<file path="src/core/ltcomp_pkg.sv">
// package of constants and carrier types for the temperature compensation datapath
package ltcomp_pkg;
  localparam int TEMP_W = 10;          // temperature width, 0.5 K per lsb
  localparam int COEF_W = 8;           // signed coefficient width
  localparam int CODE_W = 10;          // nominal and compensated code width
  localparam int DT_W = TEMP_W + 1;    // signed temperature deviation
  localparam int SHIFT_Q = 18;         // weight of the second-order term
  localparam int SHIFT_L = 13;         // weight of the first-order term
  localparam int NUM_CH = 3;           // bias, modulation, photodiode
  localparam logic [CODE_W-1:0] CODE_RST = 10'h000;
  localparam logic [1:0] CH_BIAS = 2'h0;
  localparam logic [1:0] CH_MOD = 2'h1;
  localparam logic [1:0] CH_PD = 2'h2;

  // one coefficient pair
  typedef struct packed {
    logic signed [COEF_W-1:0] first_order_coef;
    logic signed [COEF_W-1:0] second_order_coef;
  } ltcomp_coef_t;

  // settings shared by the three channels, plus the apc enable that no channel uses
  typedef struct packed {
    logic ext_temp_en;
    logic apc_en;
    logic [TEMP_W-1:0] t_nom;
    logic [TEMP_W-1:0] t_ext;
  } ltcomp_sys_t;
endpackage

</file>
<file path="src/core/ltcomp_scale.sv">
// one channel of quadratic scaling with saturation
`timescale 1ns/100ps
`default_nettype none
module ltcomp_scale
  import ltcomp_pkg::*;
#(
  parameter int CW = CODE_W
) (
  input wire logic sys_clk,
  input wire logic arst_n,
  input wire logic [CW-1:0] nom_code,
  input wire ltcomp_pkg::ltcomp_coef_t coef,
  input wire logic signed [DT_W-1:0] delta_t,
  output logic [CW-1:0] comp_code_r
);
  // full-precision terms; sum scaled by 2^18 so both weights stay exact
  localparam int PW = 48;
  logic signed [PW-1:0] dt_sq;
  logic signed [PW-1:0] factor;
  logic signed [PW-1:0] prod;
  logic signed [PW-1:0] res;
  logic [CW-1:0] comp_nxt;

  // factor = second*dt^2 + first*dt*2^5 + 2^18, then nominal times factor >> 18
  always_comb begin
    dt_sq = PW'(delta_t) * PW'(delta_t);
    factor = PW'(coef.second_order_coef) * dt_sq // [RULE1] [RULE6]
           + ((PW'(coef.first_order_coef) * PW'(delta_t)) <<< (SHIFT_Q - SHIFT_L))
           + (PW'(1) <<< SHIFT_Q);
    prod = $signed({{(PW-CW){1'b0}}, nom_code}) * factor; // [RULE8] code scaled directly
    res = prod >>> SHIFT_Q;
    if (res < 0) begin
      comp_nxt = '0; // [RULE10] clamp low
    end else if (res > $signed(PW'({CW{1'b1}}))) begin
      comp_nxt = {CW{1'b1}}; // [RULE10] clamp high
    end else begin
      comp_nxt = res[CW-1:0];
    end
  end

  // result register
  always_ff @(posedge sys_clk or negedge arst_n) begin
    if (!arst_n) begin
      comp_code_r <= CW'(CODE_RST);
    end else begin
      comp_code_r <= comp_nxt;
    end
  end

  a_zero_coef_pass: assert property (@(posedge sys_clk) disable iff (!arst_n) // [RULE1]
    (coef == '0) |=> (comp_code_r == $past(nom_code)))
    else $error("zero coefficients must pass nominal code");
  a_zero_dt_pass: assert property (@(posedge sys_clk) disable iff (!arst_n) // [RULE1]
    (delta_t == '0) |=> (comp_code_r == $past(nom_code)))
    else $error("zero deviation must pass nominal code");
  a_zero_nom_zero: assert property (@(posedge sys_clk) disable iff (!arst_n) // [RULE10]
    (nom_code == '0) |=> (comp_code_r == '0))
    else $error("zero nominal code must give zero");
endmodule
`default_nettype wire

</file>
<file path="src/core/ltcomp_top.sv">
// temperature compensation datapath for bias, modulation and photodiode codes
// Functional notes
// RULE1 - result is nominal times (second*2^-18*dT^2 + first*2^-13*dT + 1)
// RULE2 - same calculation applied to bias, modulation and photodiode codes
// RULE3 - select low: deviation is die temperature minus reference
// RULE4 - select high: deviation is host temperature minus reference
// RULE5 - all temperatures are unsigned 10-bit at half kelvin per lsb
// RULE6 - coefficients are 8-bit two's complement, -128 to +127
// RULE7 - each quantity has its own coefficient pair
// RULE8 - scaling acts on digital codes; photodiode log code scaled directly
// RULE9 - one settings bit enables automatic power control for the bias loop
// RULE10 - deviation is signed, one bit wider; results saturate
`timescale 1ns/100ps
`default_nettype none
module ltcomp_top
  import ltcomp_pkg::*;
#(
  parameter int CW = CODE_W
) (
  input wire logic sys_clk,
  input wire logic arst_n,
  input wire ltcomp_pkg::ltcomp_sys_t system_settings,
  input wire logic [TEMP_W-1:0] t_die_adc,
  input wire logic [CW-1:0] bias_nom_code,
  input wire logic [CW-1:0] mod_nom_code,
  input wire logic [CW-1:0] pd_nom_code,
  input wire ltcomp_pkg::ltcomp_coef_t bias_coef,
  input wire ltcomp_pkg::ltcomp_coef_t mod_coef,
  input wire ltcomp_pkg::ltcomp_coef_t pd_coef,
  output logic [CW-1:0] bias_comp_r,
  output logic [CW-1:0] mod_comp_r,
  output logic [CW-1:0] pd_comp_r,
  output logic apc_en_r,
  output logic signed [DT_W-1:0] delta_t_r
);
  logic signed [DT_W-1:0] delta_t_nxt;
  logic [TEMP_W-1:0] t_sel;
  logic chk_armed_r;

  // signed deviation from the reference; the extra bit holds -1023..1023 without wrapping
  function automatic logic signed [DT_W-1:0] temp_dev(
    input logic [TEMP_W-1:0] t_meas,
    input logic [TEMP_W-1:0] t_ref
  );
    return $signed({1'b0, t_meas}) - $signed({1'b0, t_ref}); // [RULE5] [RULE10]
  endfunction

  // true when neither coefficient of a pair is negative
  function automatic logic pair_nonneg(
    input ltcomp_coef_t c
  );
    return !c.first_order_coef[COEF_W-1] && !c.second_order_coef[COEF_W-1]; // [RULE6]
  endfunction

  // true when neither coefficient of a pair is positive
  function automatic logic pair_nonpos(
    input ltcomp_coef_t c
  );
    return (c.first_order_coef[COEF_W-1] || (c.first_order_coef == '0)) // [RULE6]
      && (c.second_order_coef[COEF_W-1] || (c.second_order_coef == '0));
  endfunction

  // pick temperature source and form signed deviation
  always_comb begin
    t_sel = system_settings.ext_temp_en ? system_settings.t_ext : t_die_adc; // [RULE3] [RULE4] [RULE5]
    delta_t_nxt = temp_dev(t_sel, system_settings.t_nom); // [RULE10]
  end

  // timing: deviation and apc copy register one edge after their inputs; channel codes
  // register one edge after nominal code and coefficients, so a temperature step reaches
  // them two edges later; every edge takes fresh inputs, nothing is held in between
  // deviation register feeds all three channels
  always_ff @(posedge sys_clk or negedge arst_n) begin
    if (!arst_n) begin
      delta_t_r <= '0;
    end else begin
      delta_t_r <= delta_t_nxt;
    end
  end

  // automatic power control enable
  always_ff @(posedge sys_clk or negedge arst_n) begin
    if (!arst_n) begin
      apc_en_r <= 1'b0;
    end else begin
      apc_en_r <= system_settings.apc_en; // [RULE9]
    end
  end

  // three identical channels, each with its own pair
  ltcomp_scale #(.CW(CW)) u_bias ( // [RULE2] [RULE7]
    .sys_clk(sys_clk),
    .arst_n(arst_n),
    .nom_code(bias_nom_code),
    .coef(bias_coef),
    .delta_t(delta_t_r),
    .comp_code_r(bias_comp_r)
  );
  ltcomp_scale #(.CW(CW)) u_mod ( // [RULE2] [RULE7]
    .sys_clk(sys_clk),
    .arst_n(arst_n),
    .nom_code(mod_nom_code),
    .coef(mod_coef),
    .delta_t(delta_t_r),
    .comp_code_r(mod_comp_r)
  );
  ltcomp_scale #(.CW(CW)) u_pd ( // [RULE2] [RULE7] [RULE8]
    .sys_clk(sys_clk),
    .arst_n(arst_n),
    .nom_code(pd_nom_code),
    .coef(pd_coef),
    .delta_t(delta_t_r),
    .comp_code_r(pd_comp_r)
  );

  // arms the hold checks from the second edge after reset, once every register holds a computed value
  always_ff @(posedge sys_clk or negedge arst_n) begin
    if (!arst_n) begin
      chk_armed_r <= 1'b0;
    end else begin
      chk_armed_r <= 1'b1;
    end
  end

  // deviation follows the selected source
  a_dt_internal: assert property (@(posedge sys_clk) disable iff (!arst_n) // [RULE3]
    !system_settings.ext_temp_en
    |=> delta_t_r == temp_dev($past(t_die_adc), $past(system_settings.t_nom)))
    else $error("internal deviation wrong");
  a_dt_external: assert property (@(posedge sys_clk) disable iff (!arst_n) // [RULE4]
    system_settings.ext_temp_en
    |=> delta_t_r == temp_dev($past(system_settings.t_ext), $past(system_settings.t_nom)))
    else $error("external deviation wrong");
  a_dt_range: assert property (@(posedge sys_clk) disable iff (!arst_n) // [RULE5] [RULE10]
    (delta_t_r <= 11'sh3FF) && (delta_t_r >= -11'sh3FF))
    else $error("deviation out of range");
  a_dt_no_wrap: assert property (@(posedge sys_clk) disable iff (!arst_n) // [RULE10]
    1'b1
    |=> (delta_t_r < 0) == ($past(t_sel) < $past(system_settings.t_nom)))
    else $error("deviation sign wrapped");

  // the unselected source must not reach the deviation
  a_dt_die_only: assert property (@(posedge sys_clk) disable iff (!arst_n) // [RULE3]
    chk_armed_r && !system_settings.ext_temp_en && $stable(system_settings.ext_temp_en)
      && $stable(t_die_adc) && $stable(system_settings.t_nom)
    |=> $stable(delta_t_r))
    else $error("host temperature reached internal deviation");
  a_dt_host_only: assert property (@(posedge sys_clk) disable iff (!arst_n) // [RULE4]
    chk_armed_r && system_settings.ext_temp_en && $stable(system_settings.ext_temp_en)
      && $stable(system_settings.t_ext) && $stable(system_settings.t_nom)
    |=> $stable(delta_t_r))
    else $error("die temperature reached external deviation");

  // apc copy follows its setting only
  a_apc_follow: assert property (@(posedge sys_clk) disable iff (!arst_n) // [RULE9]
    ##1 apc_en_r == $past(system_settings.apc_en))
    else $error("apc enable not following setting");
  a_apc_hold: assert property (@(posedge sys_clk) disable iff (!arst_n) // [RULE9]
    chk_armed_r && $stable(system_settings.apc_en)
    |=> $stable(apc_en_r))
    else $error("apc enable moved without its setting");

  // identical inputs give identical codes on every channel
  a_equal_channels: assert property (@(posedge sys_clk) disable iff (!arst_n) // [RULE2] [RULE7]
    (bias_nom_code == mod_nom_code && bias_coef == mod_coef)
    |=> (bias_comp_r == mod_comp_r))
    else $error("identical channels differ");
  a_mod_pd_equal: assert property (@(posedge sys_clk) disable iff (!arst_n) // [RULE2] [RULE8]
    (mod_nom_code == pd_nom_code && mod_coef == pd_coef)
    |=> (mod_comp_r == pd_comp_r))
    else $error("photodiode channel differs from modulation");

  // each code moves only when its own inputs or the deviation move
  a_bias_hold: assert property (@(posedge sys_clk) disable iff (!arst_n) // [RULE7]
    chk_armed_r && $stable(bias_nom_code) && $stable(bias_coef)
      && $stable(delta_t_r)
    |=> $stable(bias_comp_r))
    else $error("bias code moved without cause");
  a_mod_hold: assert property (@(posedge sys_clk) disable iff (!arst_n) // [RULE7]
    chk_armed_r && $stable(mod_nom_code) && $stable(mod_coef)
      && $stable(delta_t_r)
    |=> $stable(mod_comp_r))
    else $error("modulation code moved without cause");
  a_pd_hold: assert property (@(posedge sys_clk) disable iff (!arst_n) // [RULE7]
    chk_armed_r && $stable(pd_nom_code) && $stable(pd_coef)
      && $stable(delta_t_r)
    |=> $stable(pd_comp_r))
    else $error("photodiode code moved without cause");

  // non-negative pairs above the reference never lower a code, non-positive ones never raise it
  a_bias_grow: assert property (@(posedge sys_clk) disable iff (!arst_n) // [RULE1] [RULE6]
    pair_nonneg(bias_coef) && (delta_t_r >= 0)
    |=> bias_comp_r >= $past(bias_nom_code))
    else $error("bias code fell under non-negative coefficients");
  a_bias_shrink: assert property (@(posedge sys_clk) disable iff (!arst_n) // [RULE1] [RULE6]
    pair_nonpos(bias_coef) && (delta_t_r >= 0)
    |=> bias_comp_r <= $past(bias_nom_code))
    else $error("bias code rose under non-positive coefficients");
  a_mod_grow: assert property (@(posedge sys_clk) disable iff (!arst_n) // [RULE1] [RULE6]
    pair_nonneg(mod_coef) && (delta_t_r >= 0)
    |=> mod_comp_r >= $past(mod_nom_code))
    else $error("modulation code fell under non-negative coefficients");
  a_mod_shrink: assert property (@(posedge sys_clk) disable iff (!arst_n) // [RULE1] [RULE6]
    pair_nonpos(mod_coef) && (delta_t_r >= 0)
    |=> mod_comp_r <= $past(mod_nom_code))
    else $error("modulation code rose under non-positive coefficients");
  a_pd_grow: assert property (@(posedge sys_clk) disable iff (!arst_n) // [RULE1] [RULE6]
    pair_nonneg(pd_coef) && (delta_t_r >= 0)
    |=> pd_comp_r >= $past(pd_nom_code))
    else $error("photodiode code fell under non-negative coefficients");
  a_pd_shrink: assert property (@(posedge sys_clk) disable iff (!arst_n) // [RULE1] [RULE6]
    pair_nonpos(pd_coef) && (delta_t_r >= 0)
    |=> pd_comp_r <= $past(pd_nom_code))
    else $error("photodiode code rose under non-positive coefficients");

  // main scenarios
  c_ext_sel: cover property (@(posedge sys_clk) system_settings.ext_temp_en);
  c_neg_dt: cover property (@(posedge sys_clk) delta_t_r < 0);
  c_sat_hi: cover property (@(posedge sys_clk) bias_comp_r == {CW{1'b1}});
  c_sat_lo: cover property (@(posedge sys_clk) disable iff (!arst_n) (mod_nom_code != '0) ##1 (mod_comp_r == '0));
  c_apc_on: cover property (@(posedge sys_clk) disable iff (!arst_n) apc_en_r);
endmodule
`default_nettype wire

</file>
<file path="config.mk">
export PLATFORM = sky130hd
export DESIGN_NAME = ltcomp_top
export DESIGN_NICKNAME = d
export VERILOG_FILES = /design/src/core/ltcomp_pkg.sv /design/src/core/ltcomp_scale.sv /design/src/core/ltcomp_top.sv
export SDC_FILE = /design/constraint.sdc
export NUM_CORES = 2
export LEC_CHECK = 0
export BUFFER_PORTS_ARGS = -buffer_cell sky130_fd_sc_hd__buf_2
export CORE_UTILIZATION = 55
export DETAILED_ROUTE_END_ITERATION = 10
export MAX_ROUTING_LAYER = met4
export PLACE_DENSITY = 0.71
export SYNTH_ARGS = -nofsm -noshare
export SYNTH_HDL_FRONTEND = slang
export SYNTH_SLANG_ARGS = --single-unit
</file>
<file path="constraint.sdc">
create_clock -name sys_clk -period 20.8 [get_ports sys_clk]
set_clock_uncertainty 0.05 [all_clocks]
set_input_delay 2.08 -clock sys_clk [delete_from_list [all_inputs] [get_ports sys_clk]]
set_output_delay 2.08 -clock sys_clk [all_outputs]
set_load 0.005 [all_outputs]
</file>
; Yosys cells after proc, flatten, opt, wreduce, memory -nomap -nowiden
; Index checks and enable logic that the tools add are counted.
[classes]
addsub = 7
n_mul = 10
n_lt_le_gt_ge = 6
muxes = 7
[op_table]
columns = op, n
row1 = "48-bit by 20-bit adder with 48-bit output, second input constant", 3
row2 = 48-bit adder, 3
row3 = 11-bit by 48-bit multiplier with 48-bit output, 3
row4 = "30-bit by 11-bit greater-than comparator with 1-bit output, second input constant", 3
row5 = "30-bit by 1-bit < comparator with 1-bit output, second input constant", 3
row6 = 8-bit by 22-bit multiplier with 30-bit output, 3
row7 = 10-bit two-way mux, 7
row8 = 8-bit by 11-bit multiplier with 19-bit output, 3
row9 = 11-bit by 11-bit multiplier with 22-bit output, 1
row10 = 10-bit by 10-bit subtractor with 11-bit output, 1
[totals]
ff_bits = 42
inputBits = 112
out_inout_bits = 42
elab_cells = 35

; Logic depth before layout (Yosys ltp)
[depth]
word_depth = 8
ltp_mapped = 77

; Modules after synthesis
; From an unflattened synthesis, not the netlist that was laid out.
[hier_totals]
hier_cells = 8674
area_unflattened_um2 = 77130.2
[by_module_without_submodules]
columns = mod, n_inst, cells_each, area_per_inst_um2
row1 = ltcomp_scale (u_pd), 1, 2964, 25921.1
row2 = ltcomp_scale (u_mod), 1, 2833, 25285.5
row3 = ltcomp_scale (u_bias), 1, 2789, 25024.0
row4 = ltcomp_top, 1, 88, 899.6

; Worst setup path before layout
; No wires, ideal clock.
[synth_path]
path_kind = reg2reg
startpoint = register delta_t_r[0]
endpoint = register u_mod.comp_code_r[9]
arrival_time_ns = 16.536
required_time_ns = 20.614
slack_ns = 4.078
stages_incl_launch_ff = 68
cell_sequence = dfrtp_1 buf_4 clkbuf_1 clkbuf_1 and2_1 fa_1 ha_1 inv_1 fa_1 fa_1 fa_1 inv_1 ha_1 a21o_1 a21oi_1 o21bai_1 a21oi_1 nor2b_1 (+32 left out) inv_1 fa_1 fa_1 inv_1 fa_1 inv_1 ha_1 clkbuf_1 nand2_1 nor2_1 a211oi_1 nor2_1 a211oi_1 o311ai_1 a221oi_1 xnor3_2 xnor2_4 nor2_1
[synth_between]
elab_chain_cells = 8
elab_cells_between_ends = 10
classes_between = add/sub (2) / mul (4) / order compare (2) / mux (2)
[synth_rtl]
columns = element, line_no
row1 = from (decl), ltcomp_top.sv:34  ; output logic signed [DT_W-1:0] delta_t_r
row2 = from (signal assigned), ltcomp_top.sv:77  ; delta_t_r <= delta_t_nxt;
row3 = 11-bit by 11-bit multiplier with 22-bit output, ltcomp_scale.sv:26  ; dt_sq = PW'(delta_t) * PW'(delta_t);
row4 = 8-bit by 22-bit multiplier with 30-bit output, ltcomp_scale.sv:27  ; factor = PW'(coef.second_order_coef) * dt_sq
row5 = 48-bit adder *, ltcomp_scale.sv:28  ; + ((PW'(coef.first_order_coef) * PW'(delta_t)) <<< (SHIFT_Q - SHIFT_L))
row6 = 48-bit by 20-bit adder with 48-bit output *, ltcomp_scale.sv:29  ; + (PW'(1) <<< SHIFT_Q);
row7 = 11-bit by 48-bit multiplier with 48-bit output *, ltcomp_scale.sv:30  ; prod = $signed({{(PW-CW){1'b0}}, nom_code}) * factor;
row8 = 30-bit by 11-bit greater-than comparator with 1-bit output, ltcomp_scale.sv:34  ; end else if (res > $signed(PW'({CW{1'b1}}))) begin
row9 = 10-bit two-way mux, ltcomp_scale.sv:34
row10 = 10-bit two-way mux *, ltcomp_scale.sv:32  ; if (res < 0) begin
row11 = net u_mod.comp_nxt[9], ltcomp_scale.sv:22  ; logic [CW-1:0] comp_nxt;
row12 = to (signal assigned), ltcomp_scale.sv:44  ; comp_code_r <= CW'(CODE_RST);
row13 = to (signal assigned), ltcomp_scale.sv:46  ; comp_code_r <= comp_nxt;
row14 = to (decl), ltcomp_scale.sv:14  ; output logic [CW-1:0] comp_code_r
; The timed path passes the listed nets; every way through them passes the cells marked *.

; Worst setup path after layout
[layout_path]
startpoint = register delta_t_r[3]
endpoint = register u_mod.comp_code_r[0]
; Same word-level chain as after synthesis.

==> run metrics <==
Final Hold Viols 0; worst r2r path cells 67; hold buffers post-CTS 0; Nets about 11000; Netlist cell types 89; DR pass1 iterations 5; initial antenna violation count 21; Cells after Synth between 8000 and 9000; clock buffer depth 2; clk_lat worst skew 0.36 ns; slowest cell on the critical path nor3_1; reg2reg end u_mod.comp_code_r[0]$_DFF_PN0_; Area Overhead vs Synth 3.37%; clock sinks 42; top_reg_cell synth dfrtp_1; CP max stage delay 0.88 ns; clock slew at reported path FFs 0.07 ns; H-tree Lvls 2; ranking of synthesized cells by area fa_1 (45%), ha_1 (13%), inv_1 (9.6%), and2_1 (8.4%), nand2_1 (4.8%); Async S/R FF share, synth 1.00; commonest non-fill, non-tap cell in the layout inv_1; final count of pins violating max slew 0; vias in the first global route about 60000; r2r setup slk 1.64 ns; largest net degree at the start of global routing 59; Initial Utilization 0.554; Setup crit end kind register; crit path max fanout 24; Via-to-Cell Ratio 5.47; Core Rows 135; EDFF count, synth 0; sequential area share after synthesis 0.0140; actual slew at the worst max-slew pin 1.40 ns; Root Driver clkbuf_16; most repeated library cell on the critical path fa_1; detailed-route via count 56136; die height 372 um; HP Class input pin to register; critical path data required time between 20 and 25 ns; Placer Congestion a little over 0.9; Final period util 0.921; Synth Cell Area 75200 um2; CTS Buf Count 5; Hold Path End apc_en_r$_DFF_PN0_; TNS Setup 0 ns; worst hold start system_settings[20]; Ys Warns 0; drt wl/cell 17.9 um; Rel. slew slack 0.0630; I/O pins 154; global-route wire length before repair approximately 300000 um; die area 138000 um2; setup bufs post-CTS 0; DRT antenna net count 0; most frequent cells in the layout inv_1 (1921), fa_1 (1689), and2_1 (1006); status complete, no violations; r2r startpoint delta_t_r[3]$_DFF_PN0_; post-DP HPWL 147000 um; post-CTS sizing 0; final critical-path required period 19.16 ns; area leader, netlist fa_1; Die X-Extent 372 um; top cell type's share of synthesized area 0.450; CTS tree done; final setup vio count 0; RSZ-0062 raised after global routing no; core area 136000 um2; total track usage 0.287; Syn Area/Cell 8.76 um2; Hold Path Depth 1; upper clock frequency limit between 0.05 and 0.06 GHz; worst path arrival time 19.33 ns; Synthesized Nets approximately 11000; share of layout cells above drive strength 1 0.0382; initial drt markers 3056; gr ovfl total 0; crit path kind register to register; Setup crit start kind register; I/O Buffers 153; maxcap violations 0; Seq cells post-synth 42; DRC violations left 0; final wirelength about 180000 um
## worst max-delay path: cells and delay by family (launching register included)
family / cells / cell delay [ns]
AO/OA/AOI/OAI: 21 / 4.87
AND/OR/NAND/NOR: 18 / 4.07
adder cells (fa/ha/maj): 19 / 8.06
buffers and inverters: 7 / 0.92
XOR/XNOR: 2 / 0.28
flip-flops: 1 / 0.71
## sequential cells by signal, summed over array words and instances (netlist names)
register / flops
apc_en_r: 1
delta_t_r: 11
u_bias.comp_code_r: 10
u_mod.comp_code_r: 10
u_pd.comp_code_r: 10
## area by class of cell
cell class                 instances  area [um2]
multi-input combinational       6261       65700
fill                           12033       57900
inverter                        1921        7210
tap                             1781        2230
timing repair buffer             230        1350
sequential                        42        1050
clock buffer                       8         136
antenna                           17        42.5
## synthesized netlist by cell type, drive strengths merged (5+ instances only)
cell type and number:
a2111oi 9, nand2 962, nand4 24, mux2i 17
nor3b 7, clkbuf 333, o21ai 157, and2 1006
ha 785, o21bai 37, a31oi 21, xor2 88
a21boi 21, nand3 75, a21o 94, inv 1921
mux2 9, nor2 209, nand2b 96, xnor2 246
o211a 7, o21a 52, o31a 7, a221oi 5
o311ai 6, a21oi 221, a31o 7, a41oi 19
o31ai 13, a211oi 24, nand3b 6, or3 21
a211o 10, dfrtp 42, or2 18, and3 70
buf 24, nor4 10, nor3 41, o211ai 15
o22ai 5, nor2b 102, fa 1689
## metal layers
| metal | track usage | vias to the layer above | part of all wire |
|---|---|---|---|
| met2 | 0.483 | 1421 | 0.50 |
| met1 | 0.370 | 28969 | 0.42 |
| met5 | - | - | 0 |
| met4 | 0.0695 | 0 | 0.025 |
| met3 | 0.0322 | 274 | 0.057 |
| li1 | - | 25472 | - |
## cell families (layout without fill, tap and decap cells)
group | count (synthesis) | in the layout | share of synthesized area
flip-flops | 42 | 42 | 0.0140
AND/OR/NAND/NOR | 2665 | 2665 | 0.182
other | 0 | 17 | 0
buffers and inverters | 2278 | 2159 | 0.114
AO/OA/AOI/OAI | 760 | 760 | 0.0664
XOR/XNOR | 336 | 336 | 0.0399
multiplexers | 26 | 26 | 0.00361
adder cells (fa/ha/maj) | 2474 | 2474 | 0.580
## per-stage QoR
step | std cells | utilization | hold slack (ns) | cell area [um2] | setup slack, ns
after floorplan | 8581 | - | 1.22 | 75200 | 4.08
after global placement | 10235 | 0.572 | 2.14 | 77600 | 2.28
after detailed placement | 10235 | 0.572 | 2.15 | 77600 | 1.84
after CTS | 10243 | 0.573 | 1.74 | 77700 | 1.77
after global routing | 10255 | 0.573 | 1.76 | 77700 | 0.359
final | 10260 | 0.573 | 1.78 | 77700 | 1.64
## worst max-delay path by stage
stage / startpoint / end / slack [ns] / cells after the start
floorplan: delta_t_r[0]$_DFF_PN0_ / u_mod.comp_code_r[9]$_DFF_PN0_ / 4.08 / 67
global placement: delta_t_r[4]$_DFF_PN0_ / u_mod.comp_code_r[9]$_DFF_PN0_ / 2.28 / 64
detailed placement: delta_t_r[3]$_DFF_PN0_ / u_mod.comp_code_r[9]$_DFF_PN0_ / 1.84 / 64
CTS: delta_t_r[3]$_DFF_PN0_ / u_mod.comp_code_r[9]$_DFF_PN0_ / 1.77 / 64
global route: delta_t_r[3]$_DFF_PN0_ / u_mod.comp_code_r[0]$_DFF_PN0_ / 0.36 / 69
finish: delta_t_r[3]$_DFF_PN0_ / u_mod.comp_code_r[0]$_DFF_PN0_ / 1.64 / 67
Power is not shown: default switching activity piles up to over one toggle a cycle in this logic, so the estimate is an artifact.
